==> config.mk <==
export PLATFORM = sky130hd
export DESIGN_NAME = nmc_csr_bank
export DESIGN_NICKNAME = d
export VERILOG_FILES = /design/src/rtl/nmc_pkg.sv /design/src/rtl/nmc_csr_bank.sv
export SDC_FILE = /design/constraint.sdc
export NUM_CORES = 1
export LEC_CHECK = 0
export BUFFER_PORTS_ARGS = -buffer_cell sky130_fd_sc_hd__buf_2
export CAP_MARGIN = 20
export CORE_ASPECT_RATIO = 1.25
export CORE_MARGIN = 2
export CORE_UTILIZATION = 43
export CTS_BUF_LIST = sky130_fd_sc_hd__clkbuf_16
export CTS_CLUSTER_SIZE = 14
export DETAILED_ROUTE_END_ITERATION = 8
export GPL_ROUTABILITY_DRIVEN = 0
export PLACE_DENSITY = 0.66
export RECOVER_POWER = 25
export SLEW_MARGIN = 40
export SYNTH_ARGS = -nofsm -noshare
export SYNTH_HDL_FRONTEND = slang
export SYNTH_SLANG_ARGS = --single-unit
==> constraint.sdc <==
create_clock -name clk_i -period 13.5 [get_ports clk_i]
set_input_delay 0 -clock clk_i [delete_from_list [all_inputs] [get_ports clk_i]]
set_output_delay 0 -clock clk_i [all_outputs]
set_load 0.1 [all_outputs]
==> src/rtl/nmc_pkg.sv <==
// Package for the NIC miscellaneous control and status register bank.
package nmc_pkg;

    // ==========================================================
    // Register offsets (byte addresses).
    localparam logic [7:0] nmc_off_tx_desc  = 8'h94;
    localparam logic [7:0] nmc_off_rx_desc  = 8'h98;
    localparam logic [7:0] nmc_off_burst    = 8'h9C;
    localparam logic [7:0] nmc_off_rom      = 8'hA0;
    localparam logic [7:0] nmc_off_sta_low  = 8'hA4;
    localparam logic [7:0] nmc_off_irq_stat = 8'hC0;
    localparam logic [7:0] nmc_off_irq_mask = 8'hC4;

    // ==========================================================
    // Field positions.
    localparam int nmc_burst_lsb    = 16;
    localparam int nmc_burst_msb    = 20;
    localparam int nmc_tmo_msb      = 11;
    localparam int nmc_bon_bit      = 31;
    localparam int nmc_ren_bit      = 27;
    localparam int nmc_wen_bit      = 26;
    localparam int nmc_addr_lsb     = 8;
    localparam int nmc_addr_msb     = 25;
    localparam int nmc_irq_done_bit = 0;
    localparam int nmc_irq_def_bit  = 1;

    // ==========================================================
    // Reset values.
    localparam logic [31:0] nmc_rom_reset   = 32'h80000000;
    localparam logic [31:0] nmc_burst_reset = 32'h00000000;

    // ==========================================================
    // Timing: timer tick periods in nanoseconds and in clock cycles.
    localparam int nmc_clk_mhz        = 25;
    localparam int nmc_tick_100_ns    = 2560;
    localparam int nmc_tick_10_ns     = 25600;
    localparam int nmc_tick_100_cyc   = nmc_tick_100_ns * nmc_clk_mhz / 1000;
    localparam int nmc_tick_10_cyc    = nmc_tick_10_ns * nmc_clk_mhz / 1000;
    // Clock cycles that the read strobe is held low (the write strobe one fewer); a plain default.
    localparam int nmc_rom_cycles     = 4;

    // ==========================================================
    // Flash port sequencer states.
    typedef enum logic [2:0] {
        nmc_rom_idle  = 3'b001,
        nmc_rom_read  = 3'b010,
        nmc_rom_write = 3'b100
    } nmc_rom_state_type;

    // Register bus request.
    typedef struct packed {
        logic [7:0]  addr;
        logic [31:0] wdata;
        logic        wr;
        logic        rd;
    } nmc_bus_type;

    // External flash pins.
    typedef struct packed {
        logic [17:0] addr;
        logic [7:0]  dout;
        logic        data_oe;
        logic        rd_n;
        logic        wr_n;
    } nmc_rom_type;

endpackage
==> src/rtl/nmc_csr_bank.sv <==
// NIC miscellaneous control and status register bank with flash port.
// ==========================================================
// ==========================================================
// Overview
// Host reads two pointer copies, a burst
// and time-out word, the flash port, the
// station address bytes 0 to 3 and two interrupt words.
// The flash sequencer owns the ROM pins
// for four cycles per access and frees
// its enable bit when done.
// Limitation: a second flash command sent
// while one is busy is dropped, not queued.
// Interrupt events are sticky and
// cleared by writing a one; a mask of
// the same layout gates one level line.
// The pointers are plain copies of
// same-clock DMA state, not synchronised.
//
// The address-and-strobe port was decided locally.
`timescale 1ns/10ps
`default_nettype none

module nmc_csr_bank (
    input  wire logic                 clk_i,
    input  wire logic                 rst_i,
    input  wire nmc_pkg::nmc_bus_type bus_i,
    output logic [31:0]               rdata_o,
    input  wire logic [31:0]          tx_desc_ptr_i,
    input  wire logic [31:0]          rx_desc_ptr_i,
    input  wire logic                 tx_ok_i,
    input  wire logic                 tx_start_i,
    input  wire logic [11:0]          defer_backoff_i,
    input  wire logic                 defer_load_i,
    input  wire logic                 tx_deferred_irq_enable_i,
    input  wire logic                 speed_100_i,
    input  wire logic                 four_led_mode_i,
    input  wire logic                 fd_col_led_i,
    input  wire logic                 eeprom_load_i,
    input  wire logic [31:0]          eeprom_sta_low_i,
    input  wire logic [7:0]           rom_din_i,
    output nmc_pkg::nmc_rom_type      rom_o,
    output logic                      shared_pin_o,
    output logic                      irq_o
);
    import nmc_pkg::*;
    // No wait states: writes land at the
    // strobe edge, reads answer next cycle.

    // ==========================================================
    // Storage.
    logic [31:0]       tx_desc;          // Sampled working tx pointer.
    logic [31:0]       rx_desc;          // Sampled working rx pointer.
    logic [4:0]        tx_burst_count;   // Programmed burst length.
    logic [4:0]        burst_done;       // Successful sends since last event.
    logic [11:0]       tx_timeout_timer; // Deferral timer.
    logic              timer_armed;      // Timer holds a live count.
    logic [10:0]       tick_cnt;         // Divider for the timer tick.
    logic              tick;             // One-cycle timer tick.
    logic              rom_addr16_enable; // Address-16 request bit.
    logic              rd_en;            // Read enable bit.
    logic              wr_en;            // Write enable bit.
    logic [17:0]       rom_addr;         // Flash address field.
    logic [7:0]        rom_data;         // Flash data field.
    nmc_rom_state_type rom_state;        // Flash sequencer state.
    logic [2:0]        rom_cnt;          // Strobe length counter.
    logic [31:0]       sta_low;          // Station address bytes 0 to 3.
    logic [1:0]        irq_stat;         // Sticky event bits.
    logic [1:0]        irq_mask;         // Interrupt enables.
    logic              ev_done;          // Burst reached this cycle.
    logic              ev_def;           // Timer expired this cycle.
    logic [31:0]       rom_word;         // Flash port as software reads it.
    logic              wr_rom;           // Write strobe aimed at the port.
    logic [7:0]        rom_din_meta;     // First stage; read by the second only.
    logic [7:0]        rom_din_sync;     // Flash data safe to use.

    // Decoded write to the flash port.
    assign wr_rom   = bus_i.wr && bus_i.addr == nmc_off_rom;
    // Bits 30 to 28 are reserved and read zero.
    assign rom_word = {rom_addr16_enable, 3'h0, rd_en, wr_en, rom_addr, rom_data};

    // ==========================================================
    // Flash data in: a pin, so two flops.
    // The strobe is long enough that the
    // second stage is settled when used.
    always_ff @(posedge clk_i or posedge rst_i) begin
        if (rst_i) begin
            rom_din_meta <= 8'h00;
            rom_din_sync <= 8'h00;
        end else begin
            rom_din_meta <= rom_din_i;
            rom_din_sync <= rom_din_meta;
        end
    end

    // ==========================================================
    // Descriptor pointers come from same-clock DMA logic; sample them.
    // The copy costs one cycle of latency and
    // keeps the read mux fed only from flops.
    always_ff @(posedge clk_i or posedge rst_i) begin
        if (rst_i) begin
            tx_desc <= 32'h00000000;
            rx_desc <= 32'h00000000;
        end else begin
            tx_desc <= tx_desc_ptr_i;
            rx_desc <= rx_desc_ptr_i;
        end
    end

    // ==========================================================
    // Burst counter: software setting and consecutive-success count.
    // A count of zero never fires, and a
    // register write restarts from zero.
    // Software write wins over a pulse.
    always_ff @(posedge clk_i or posedge rst_i) begin
        if (rst_i) begin
            tx_burst_count <= nmc_burst_reset[nmc_burst_msb:nmc_burst_lsb];
            burst_done     <= 5'h00;
            ev_done        <= 1'b0;
        end else begin
            ev_done <= 1'b0;
            if (bus_i.wr && bus_i.addr == nmc_off_burst) begin
                tx_burst_count <= bus_i.wdata[nmc_burst_msb:nmc_burst_lsb];
                burst_done     <= 5'h00;
            end else if (tx_ok_i && tx_burst_count != 5'h00) begin
                if (burst_done + 5'h01 == tx_burst_count) begin
                    burst_done <= 5'h00;
                    ev_done    <= 1'b1;
                end else begin
                    burst_done <= burst_done + 5'h01;
                end
            end
        end
    end

    // ==========================================================
    // Tick divider; the tick period follows the link speed.
    // One counter serves both rates; a speed
    // change mid-count only stretches a tick.
    // The tick is an enable, not a clock.
    always_ff @(posedge clk_i or posedge rst_i) begin
        if (rst_i) begin
            tick_cnt <= 11'h000;
            tick     <= 1'b0;
        end else begin
            tick <= 1'b0;
            if ((speed_100_i && tick_cnt >= 11'(nmc_tick_100_cyc - 1)) ||
                tick_cnt >= 11'(nmc_tick_10_cyc - 1)) begin
                tick_cnt <= 11'h000;
                tick     <= 1'b1;
            end else begin
                tick_cnt <= tick_cnt + 11'h001;
            end
        end
    end

    // ==========================================================
    // Deferral timer. A new transmit disarms it, so only a timer that
    // runs out while the packet still waits raises the interrupt.
    // A load of zero leaves it disarmed.
    // Software writes load it as well.
    always_ff @(posedge clk_i or posedge rst_i) begin
        if (rst_i) begin
            tx_timeout_timer <= nmc_burst_reset[nmc_tmo_msb:0];
            timer_armed      <= 1'b0;
            ev_def           <= 1'b0;
        end else begin
            ev_def <= 1'b0;
            if (bus_i.wr && bus_i.addr == nmc_off_burst) begin
                tx_timeout_timer <= bus_i.wdata[nmc_tmo_msb:0];
                timer_armed      <= bus_i.wdata[nmc_tmo_msb:0] != 12'h000;
            end else if (defer_load_i) begin
                tx_timeout_timer <= defer_backoff_i;
                timer_armed      <= defer_backoff_i != 12'h000;
            end else if (tx_start_i) begin
                timer_armed <= 1'b0;
            end else if (tx_deferred_irq_enable_i && timer_armed && tick) begin
                tx_timeout_timer <= tx_timeout_timer - 12'h001;
                if (tx_timeout_timer == 12'h001) begin
                    timer_armed <= 1'b0;
                    ev_def      <= 1'b1;
                end
            end
        end
    end

    // ==========================================================
    // Flash port fields and sequencer. Software must start one access
    // at a time; a second enable while busy is dropped, not held.
    always_ff @(posedge clk_i or posedge rst_i) begin
        if (rst_i) begin
            rom_addr16_enable <= nmc_rom_reset[nmc_bon_bit];
            rd_en             <= 1'b0;
            wr_en             <= 1'b0;
            rom_addr          <= 18'h00000;
            rom_data          <= 8'h00;
            rom_state         <= nmc_rom_idle;
            rom_cnt           <= 3'h0;
        end else begin
            // Idle takes a command; busy states
            // count strobe cycles, then go idle.
            unique case (rom_state)
                nmc_rom_idle: begin
                    // Fields update even with no enable.
                    if (wr_rom) begin
                        rom_addr16_enable <= bus_i.wdata[nmc_bon_bit];
                        rom_addr          <= bus_i.wdata[nmc_addr_msb:nmc_addr_lsb];
                        rom_data          <= bus_i.wdata[7:0];
                        rom_cnt           <= 3'h0;
                        if (bus_i.wdata[nmc_ren_bit]) begin
                            rd_en     <= 1'b1;
                            rom_state <= nmc_rom_read;
                        end else if (bus_i.wdata[nmc_wen_bit]) begin
                            wr_en     <= 1'b1;
                            rom_state <= nmc_rom_write;
                        end
                    end
                end
                nmc_rom_read: begin
                    rom_cnt <= rom_cnt + 3'h1;
                    // data ready clears enable
                    // Data is taken on the last strobe cycle.
                    if (rom_cnt == 3'(nmc_rom_cycles - 1)) begin
                        rom_data  <= rom_din_sync;
                        rd_en     <= 1'b0;
                        rom_state <= nmc_rom_idle;
                    end
                end
                nmc_rom_write: begin
                    rom_cnt <= rom_cnt + 3'h1;
                    // Data stays driven until the strobe ends.
                    // write done clears enable
                    if (rom_cnt == 3'(nmc_rom_cycles - 1)) begin
                        wr_en     <= 1'b0;
                        rom_state <= nmc_rom_idle;
                    end
                end
            endcase
        end
    end

    // ==========================================================
    // Flash pins, all registered.
    // Registered pins keep the strobes free
    // of decode glitches.
    // Field bit 17 drives address line 16.
    always_ff @(posedge clk_i or posedge rst_i) begin
        if (rst_i) begin
            rom_o        <= '{addr: 18'h00000, dout: 8'h00, data_oe: 1'b0, rd_n: 1'b1, wr_n: 1'b1};
            shared_pin_o <= 1'b0;
        end else begin
            rom_o.addr    <= rom_addr;
            rom_o.dout    <= rom_data;
            rom_o.data_oe <= rom_state == nmc_rom_write;
            rom_o.rd_n    <= rom_state != nmc_rom_read;
            rom_o.wr_n    <= !(rom_state == nmc_rom_write && rom_cnt != 3'h0);
            if (four_led_mode_i && rom_addr16_enable) begin
                shared_pin_o <= rom_addr[17];
            end else begin
                shared_pin_o <= fd_col_led_i;
            end
        end
    end

    // ==========================================================
    // Station address low: EEPROM load, software write otherwise.
    // A write outside the stopped receive state is software's fault.
    // An EEPROM load wins over a software
    // write in the same cycle.
    always_ff @(posedge clk_i or posedge rst_i) begin
        if (rst_i) begin
            sta_low <= 32'h00000000;
        end else begin
            if (eeprom_load_i) begin
                sta_low <= eeprom_sta_low_i;
            end else if (bus_i.wr && bus_i.addr == nmc_off_sta_low) begin
                sta_low <= bus_i.wdata;
            end
        end
    end

    // ==========================================================
    // Interrupt status (write one to clear; a new event wins) and mask.
    // Bit 0: burst count reached.
    // Bit 1: deferral timer ran out.
    // The level output lags status by one
    // cycle, traded for a glitch-free pin.
    always_ff @(posedge clk_i or posedge rst_i) begin
        if (rst_i) begin
            irq_stat <= 2'h0;
            irq_mask <= 2'h0;
            irq_o    <= 1'b0;
        end else begin
            if (bus_i.wr && bus_i.addr == nmc_off_irq_mask) begin
                irq_mask <= bus_i.wdata[1:0];
            end
            if (bus_i.wr && bus_i.addr == nmc_off_irq_stat) begin
                irq_stat <= (irq_stat & ~bus_i.wdata[1:0]) | {ev_def, ev_done};
            end else begin
                irq_stat <= irq_stat | {ev_def, ev_done};
            end
            irq_o <= |(irq_stat & irq_mask);
        end
    end

    // ==========================================================
    // Read data, one cycle after the strobe; unmapped reads zero.
    // Burst word: 20:16 count, 11:0 timer.
    // Idle cycles read zero so a stale word
    // is never mistaken for an answer.
    always_ff @(posedge clk_i or posedge rst_i) begin
        if (rst_i) begin
            rdata_o <= 32'h00000000;
        end else if (bus_i.rd) begin
            unique case (bus_i.addr)
                nmc_off_tx_desc:  rdata_o <= tx_desc;
                nmc_off_rx_desc:  rdata_o <= rx_desc;
                nmc_off_burst:    rdata_o <= {11'h000, tx_burst_count, 4'h0, tx_timeout_timer};
                nmc_off_rom:      rdata_o <= rom_word;
                nmc_off_sta_low:  rdata_o <= sta_low;
                nmc_off_irq_stat: rdata_o <= {30'h00000000, irq_stat};
                nmc_off_irq_mask: rdata_o <= {30'h00000000, irq_mask};
                default:          rdata_o <= 32'h00000000;
            endcase
        end else begin
            rdata_o <= 32'h00000000;
        end
    end

endmodule

`default_nettype wire

Yosys cells after proc, flatten, opt, wreduce, memory -nomap -nowiden
Index checks and enable logic that the tools add are counted.
{ "classes": {"reduce_logical": 33, "muxes": 46, "bitwise_logic": 5, "add_sub_neg": 4, "n_eq_ne": 23, "magnitude_cmp": 2} }
{ "op_table": {"columns": ["operator", "count"], "rows": [
  ["$pmux 32 s7", 1],
  ["$mux 32", 3],
  ["$eq 8x8->1 const B", 7],
  ["$mux 12", 4],
  ["$reduce_bool 12->1", 2],
  ["$mux 1", 21],
  ["$mux 8", 2],
  ["$pmux 8 s2", 1],
  ["$mux 3", 5],
  ["$mux 5", 3],
  ["$eq 12x1->1 const B", 1],
  ["$ne 2x2->1 const B", 6],
  ["$pmux 3 s2", 2],
  ["$sub 12x1->12 const B", 1],
  ["$add 11x1->11 const B", 1],
  ["$ge 11x10->1 const B", 1],
  ["$ge 11x6->1 const B", 1],
  ["$logic_and 1x1->1", 11],
  ["$mux 11", 1],
  ["$reduce_bool 2->1", 4],
  ["$reduce_bool 4->1", 2],
  ["$eq 3x2->1 const B", 2],
  ["$reduce_and 2->1", 3],
  ["$reduce_and 3->1", 2],
  ["other kinds (21)", 26]
]} }
{ "totals": {"word_cells": 143, "out_inout_bits": 63, "ff_bits": 251, "in_bits": 168} }

Logic depth before layout (Yosys ltp)
{ "logic_depth": {"word_depth": 6, "ltp_mapped": 8, "ltp_nobuf": 6} }

Worst setup path after synthesis
No wires, ideal clock.
{ "synth_timing": {"path_type": "reg-to-reg", "from": "reg rom_state[0]", "to": "reg rom_addr[0]", "synth_period_minus_slack_ps": 1902, "setup_time_ps": 125, "path_stages_with_launch": 7, "t_required_ps": 13375, "arrival_time_ps": 1777, "setup_slack_ps": 11598, "path_buffers": 3, "path_cell_list": "dfstp_2 > clkbuf_1 > nor3b_1 > nand4_1 > buf_2 > buf_6 > mux2_4"} }
{ "synth_between": {"elab_chain_cells": 2} }
{ "synth_rtl": {"columns": ["element", "line", "rtl"], "rows": [
  ["from (decl)", "nmc_csr_bank.sv:64", "nmc_rom_state_type rom_state;"],
  ["from (signal assigned)", "nmc_csr_bank.sv:196", "rom_state <= nmc_rom_idle;"],
  ["from (signal assigned)", "nmc_csr_bank.sv:211", "rom_state <= nmc_rom_read;"],
  ["from (signal assigned)", "nmc_csr_bank.sv:214", "rom_state <= nmc_rom_write;"],
  ["$eq 3x1->1", "nmc_csr_bank.sv:201", "unique case (rom_state)"],
  ["$reduce_and 2->1 (no line)", null, null],
  ["to (signal assigned)", "nmc_csr_bank.sv:206", "rom_addr <= bus_i.wdata[nmc_addr_msb:nmc_addr_lsb];"],
  ["to (decl)", "nmc_csr_bank.sv:62", "logic [17:0] rom_addr;"]
]} }
Every way passes these cells.
A chain may end at the register's enable or synchronous reset.

==> impl_metrics.tcl <==
set metrics [dict create \
    finClkSkew_ns 0.02360 \
    dp.cells 1331 \
    fin_cells 1570 \
    grt_pass1_wl_mm 47.85 \
    grt_pass1_vias 8946 \
    rsz0062_at_grt "no" \
    detail-route-antenna-nets 0 \
    placed_cell_area_sq_mm 0.01155 \
    wire_per_inst_microns 19.85 \
    hold_ws_ns 0.01966 \
    crit_end "rx_desc[15]" \
    cts_buffer_depth 3 \
    crit_fanout 90 \
    violations "capacitance limit, slew limit" \
    layout_common_cells "247 x dfrtp_1, 213 x buf_2, 193 x dlygate4sd3_1" \
    ys_async_sr_fraction_pct 100.0 \
    worstRegToRegCells 6 \
    reg2reg_to "wr_en" \
    ys_ff_latch 251 \
    root_buffer "clkbuf_16" \
    numPortBuffers 230 \
    synth_edf_count 0 \
    post-route-period-util_pct 23.92 \
    path_cells "dlygate4sd3_1 -> clkbuf_1 -> clkinvlp_2 -> clkbuf_8" \
    fin_nets 1439 \
    antenna_found_initial 1 \
    cp_slowest_stage_delay_ns 2.19 \
    p_per_area_mw_per_mm2 133.5 \
    finalInstanceArea_sq_mm 0.01425 \
    hp-class "input pin to flip-flop" \
    die_h_microns 176.0 \
    report.final.slew_viol_count 91 \
    drc_errors 0 \
    rows 62 \
    vias 8539 \
    track_usage_pct 24.73 \
    place_ws_ns 10.85 \
    max_cap_violations 1 \
    layout_commonest_cell "dfrtp_1" \
    vias_per_cell 5.439 \
    die_width_microns 141.6 \
    pwr-share-clk_pct 34.7 \
    clk_pin_slew_ns 0.06 \
    routed_wl_mm 31.17 \
    cts_buffers 26 \
    dieArea_sq_mm 0.02492 \
    first_pass_iters 5 \
    max-vdd-ir-drop_mv 0.1379 \
    fmax_mhz 309.7 \
    p_int_w 0.001329 \
    syn_avg_cell_area_sq_um 11.91 \
    p_leak_nw 6.860 \
    synthCells 854 \
    tightest_slew_ns 3.953 \
    cp-startpoint "rst_i" \
    synth_area_sq_mm 0.01017 \
    start_util_pct 44.01 \
    end_kind "asynchronous set/reset pin" \
    layout-drive-gt1-share_pct 24.12 \
    postCtsSetupBuffers 0 \
    cts.sinks 251 \
    yosys_warnings 0 \
    synth_flop_cell "dfrtp_1" \
    worst_slack_ns 10.27 \
    worstPathArrival_ns 3.83 \
    cts_tree "built" \
    timing.setup.tns_ns 0 \
    drt_iter0_markers 584 \
    power.switching_w 0.0005735 \
    yosysSeqAreaShare_pct 61.78 \
    reg2reg_from "rom_state[0]" \
    min_period_ns 3.229 \
    rrSetupSlack_ns 10.96 \
    setup_viol 0 \
    p_comb_share_pct 19.4 \
    worstSkewPairLatency_ns 0.53 \
    swShare_pct 30.15 \
    pwr-share-seq_pct 45.8 \
    ys_types 61 \
    post-dp-hpwl_mm 19.13 \
    required_ns 14.10 \
    grt.overflow.total 0 \
    critPathKind "input pin to asynchronous set/reset pin" \
    area_growth_pct 40.05 \
    grt_max_degree 91 \
    crit_path_top_delay_cell "clkinvlp_2" \
    outcome "finished, violations left" \
    syn_nets 1029 \
    core_sq_mm 0.02312 \
    cp-start-kind "input pin" \
    io_pins 231 \
    timing_hold_violations_final 0 \
    relSlewSlack_pct -165.0 \
    h-tree-depth 1 \
]
==> worst min path at each step <==
stage,startpoint,endpoint,cells past startpoint
2_1_floorplan,rom_din_i[0],rom_din_meta[0],0
3_5_place_dp,rx_desc_ptr_i[30],rx_desc[30],1
4_1_cts,tx_deferred_irq_enable_i,ev_def,4
5_1_grt,tx_deferred_irq_enable_i,ev_def,4
3_3_place_gp,rx_desc_ptr_i[22],rx_desc[22],1
6_report,tx_deferred_irq_enable_i,ev_def,4
==> cell families (layout without fill, tap and decap cells) <==
group	count (synthesis)	in the layout	synth area share [%]
buffers and inverters	65	492	2.976
AO/OA/AOI/OAI	180	180	12.25
adder cells (fa/ha/maj)	7	7	0.8608
XOR/XNOR	26	26	2.238
other	1	2	0.03686
multiplexers	77	77	8.091
AND/OR/NAND/NOR	247	247	11.77
flip-flops	251	251	61.78
==> final cells by class <==
type	count	area [sq um]
multi-input cells	538	3617
clock inverters	18	100.1
inverters	12	46.29
well taps	288	360.3
repair buffers	435	3162
diodes	1	2.502
fillers	1848	8867
flip-flops and latches	251	6286
clock buffers	27	675.6
==> worst max-delay path: cells and delay by family <==
family | cells | cell delay [ns]
buffers and inverters | 4 | 3.73
==> power groups by stage <==
stage               clock network, W  logic (W)  registers, W
floorplan                          0   0.000129      0.000975
global placement                   0   0.000310      0.000882
detailed placement                 0   0.000316      0.000883
CTS                         0.000675   0.000368      0.000870
global route                0.000707   0.000398      0.000878
finish                      0.000661   0.000370      0.000872
==> synth_stat cells (4+ instances only) <==
library cell / n / area, sq um
dfrtp_1: 247 / 6181
nor2_1: 80 / 300.3
nand2_1: 77 / 289.0
o21ai_0: 48 / 240.2
mux2_2: 38 / 427.9
mux2i_1: 38 / 380.4
a22oi_1: 37 / 277.8
clkbuf_1: 30 / 112.6
nand3_1: 19 / 95.09
a22o_1: 16 / 140.1
xnor2_1: 16 / 140.1
o22a_1: 15 / 131.4
a21oi_1: 14 / 70.07
buf_2: 13 / 65.06
a222oi_1: 12 / 120.1
inv_1: 12 / 45.04
nor4_1: 11 / 68.82
nand4_1: 10 / 62.56
xor2_1: 10 / 87.58
o22ai_1: 9 / 56.30
o21ai_1: 8 / 40.04
ha_1: 7 / 87.58
and3_1: 6 / 37.54
nor3_1: 6 / 30.03
buf_6: 5 / 56.30
dfstp_2: 4 / 105.1
nand3b_1: 4 / 30.03
nor2b_1: 4 / 25.02
nor3b_1: 4 / 30.03
==> per-stage QoR <==
step	utilization, %	total power (W)
after floorplan	-	0.001104
after detailed placement	49.96	0.001198
after CTS	61.67	0.001913
final	61.64	0.001902
after global routing	61.64	0.001984
after global placement	49.91	0.001193
==> metal layers <==
layer | vias to the layer above | track usage (%) | routed length (microns)
met5 | - | 0 | 0
met4 | 0 | 11.21 | 1346
met3 | 98 | 3.553 | 1807
met2 | 368 | 42.29 | 15710
met1 | 4191 | 31.25 | 12300
li1 | 3882 | - | -
==> repair_timing <==
action | in CTS | in global routing
hold buffers | 193 | 0
endpoints found under the hold margin | 255 | 0
resized for setup | 0 | 0
==> state kept, by name, summed over array words and instances, names as in the netlist, 8 cells and up <==
| register | cells |
|---|---|
| rdata_o | 32 |
| rx_desc | 32 |
| sta_low | 32 |
| tx_desc | 32 |
| rom_o | 29 |
| rom_addr | 18 |
| tx_timeout_timer | 12 |
| tick_cnt | 11 |
| rom_data | 8 |
| rom_din_meta | 8 |
| rom_din_sync | 8 |
Power figures use the tool's default switching activity.
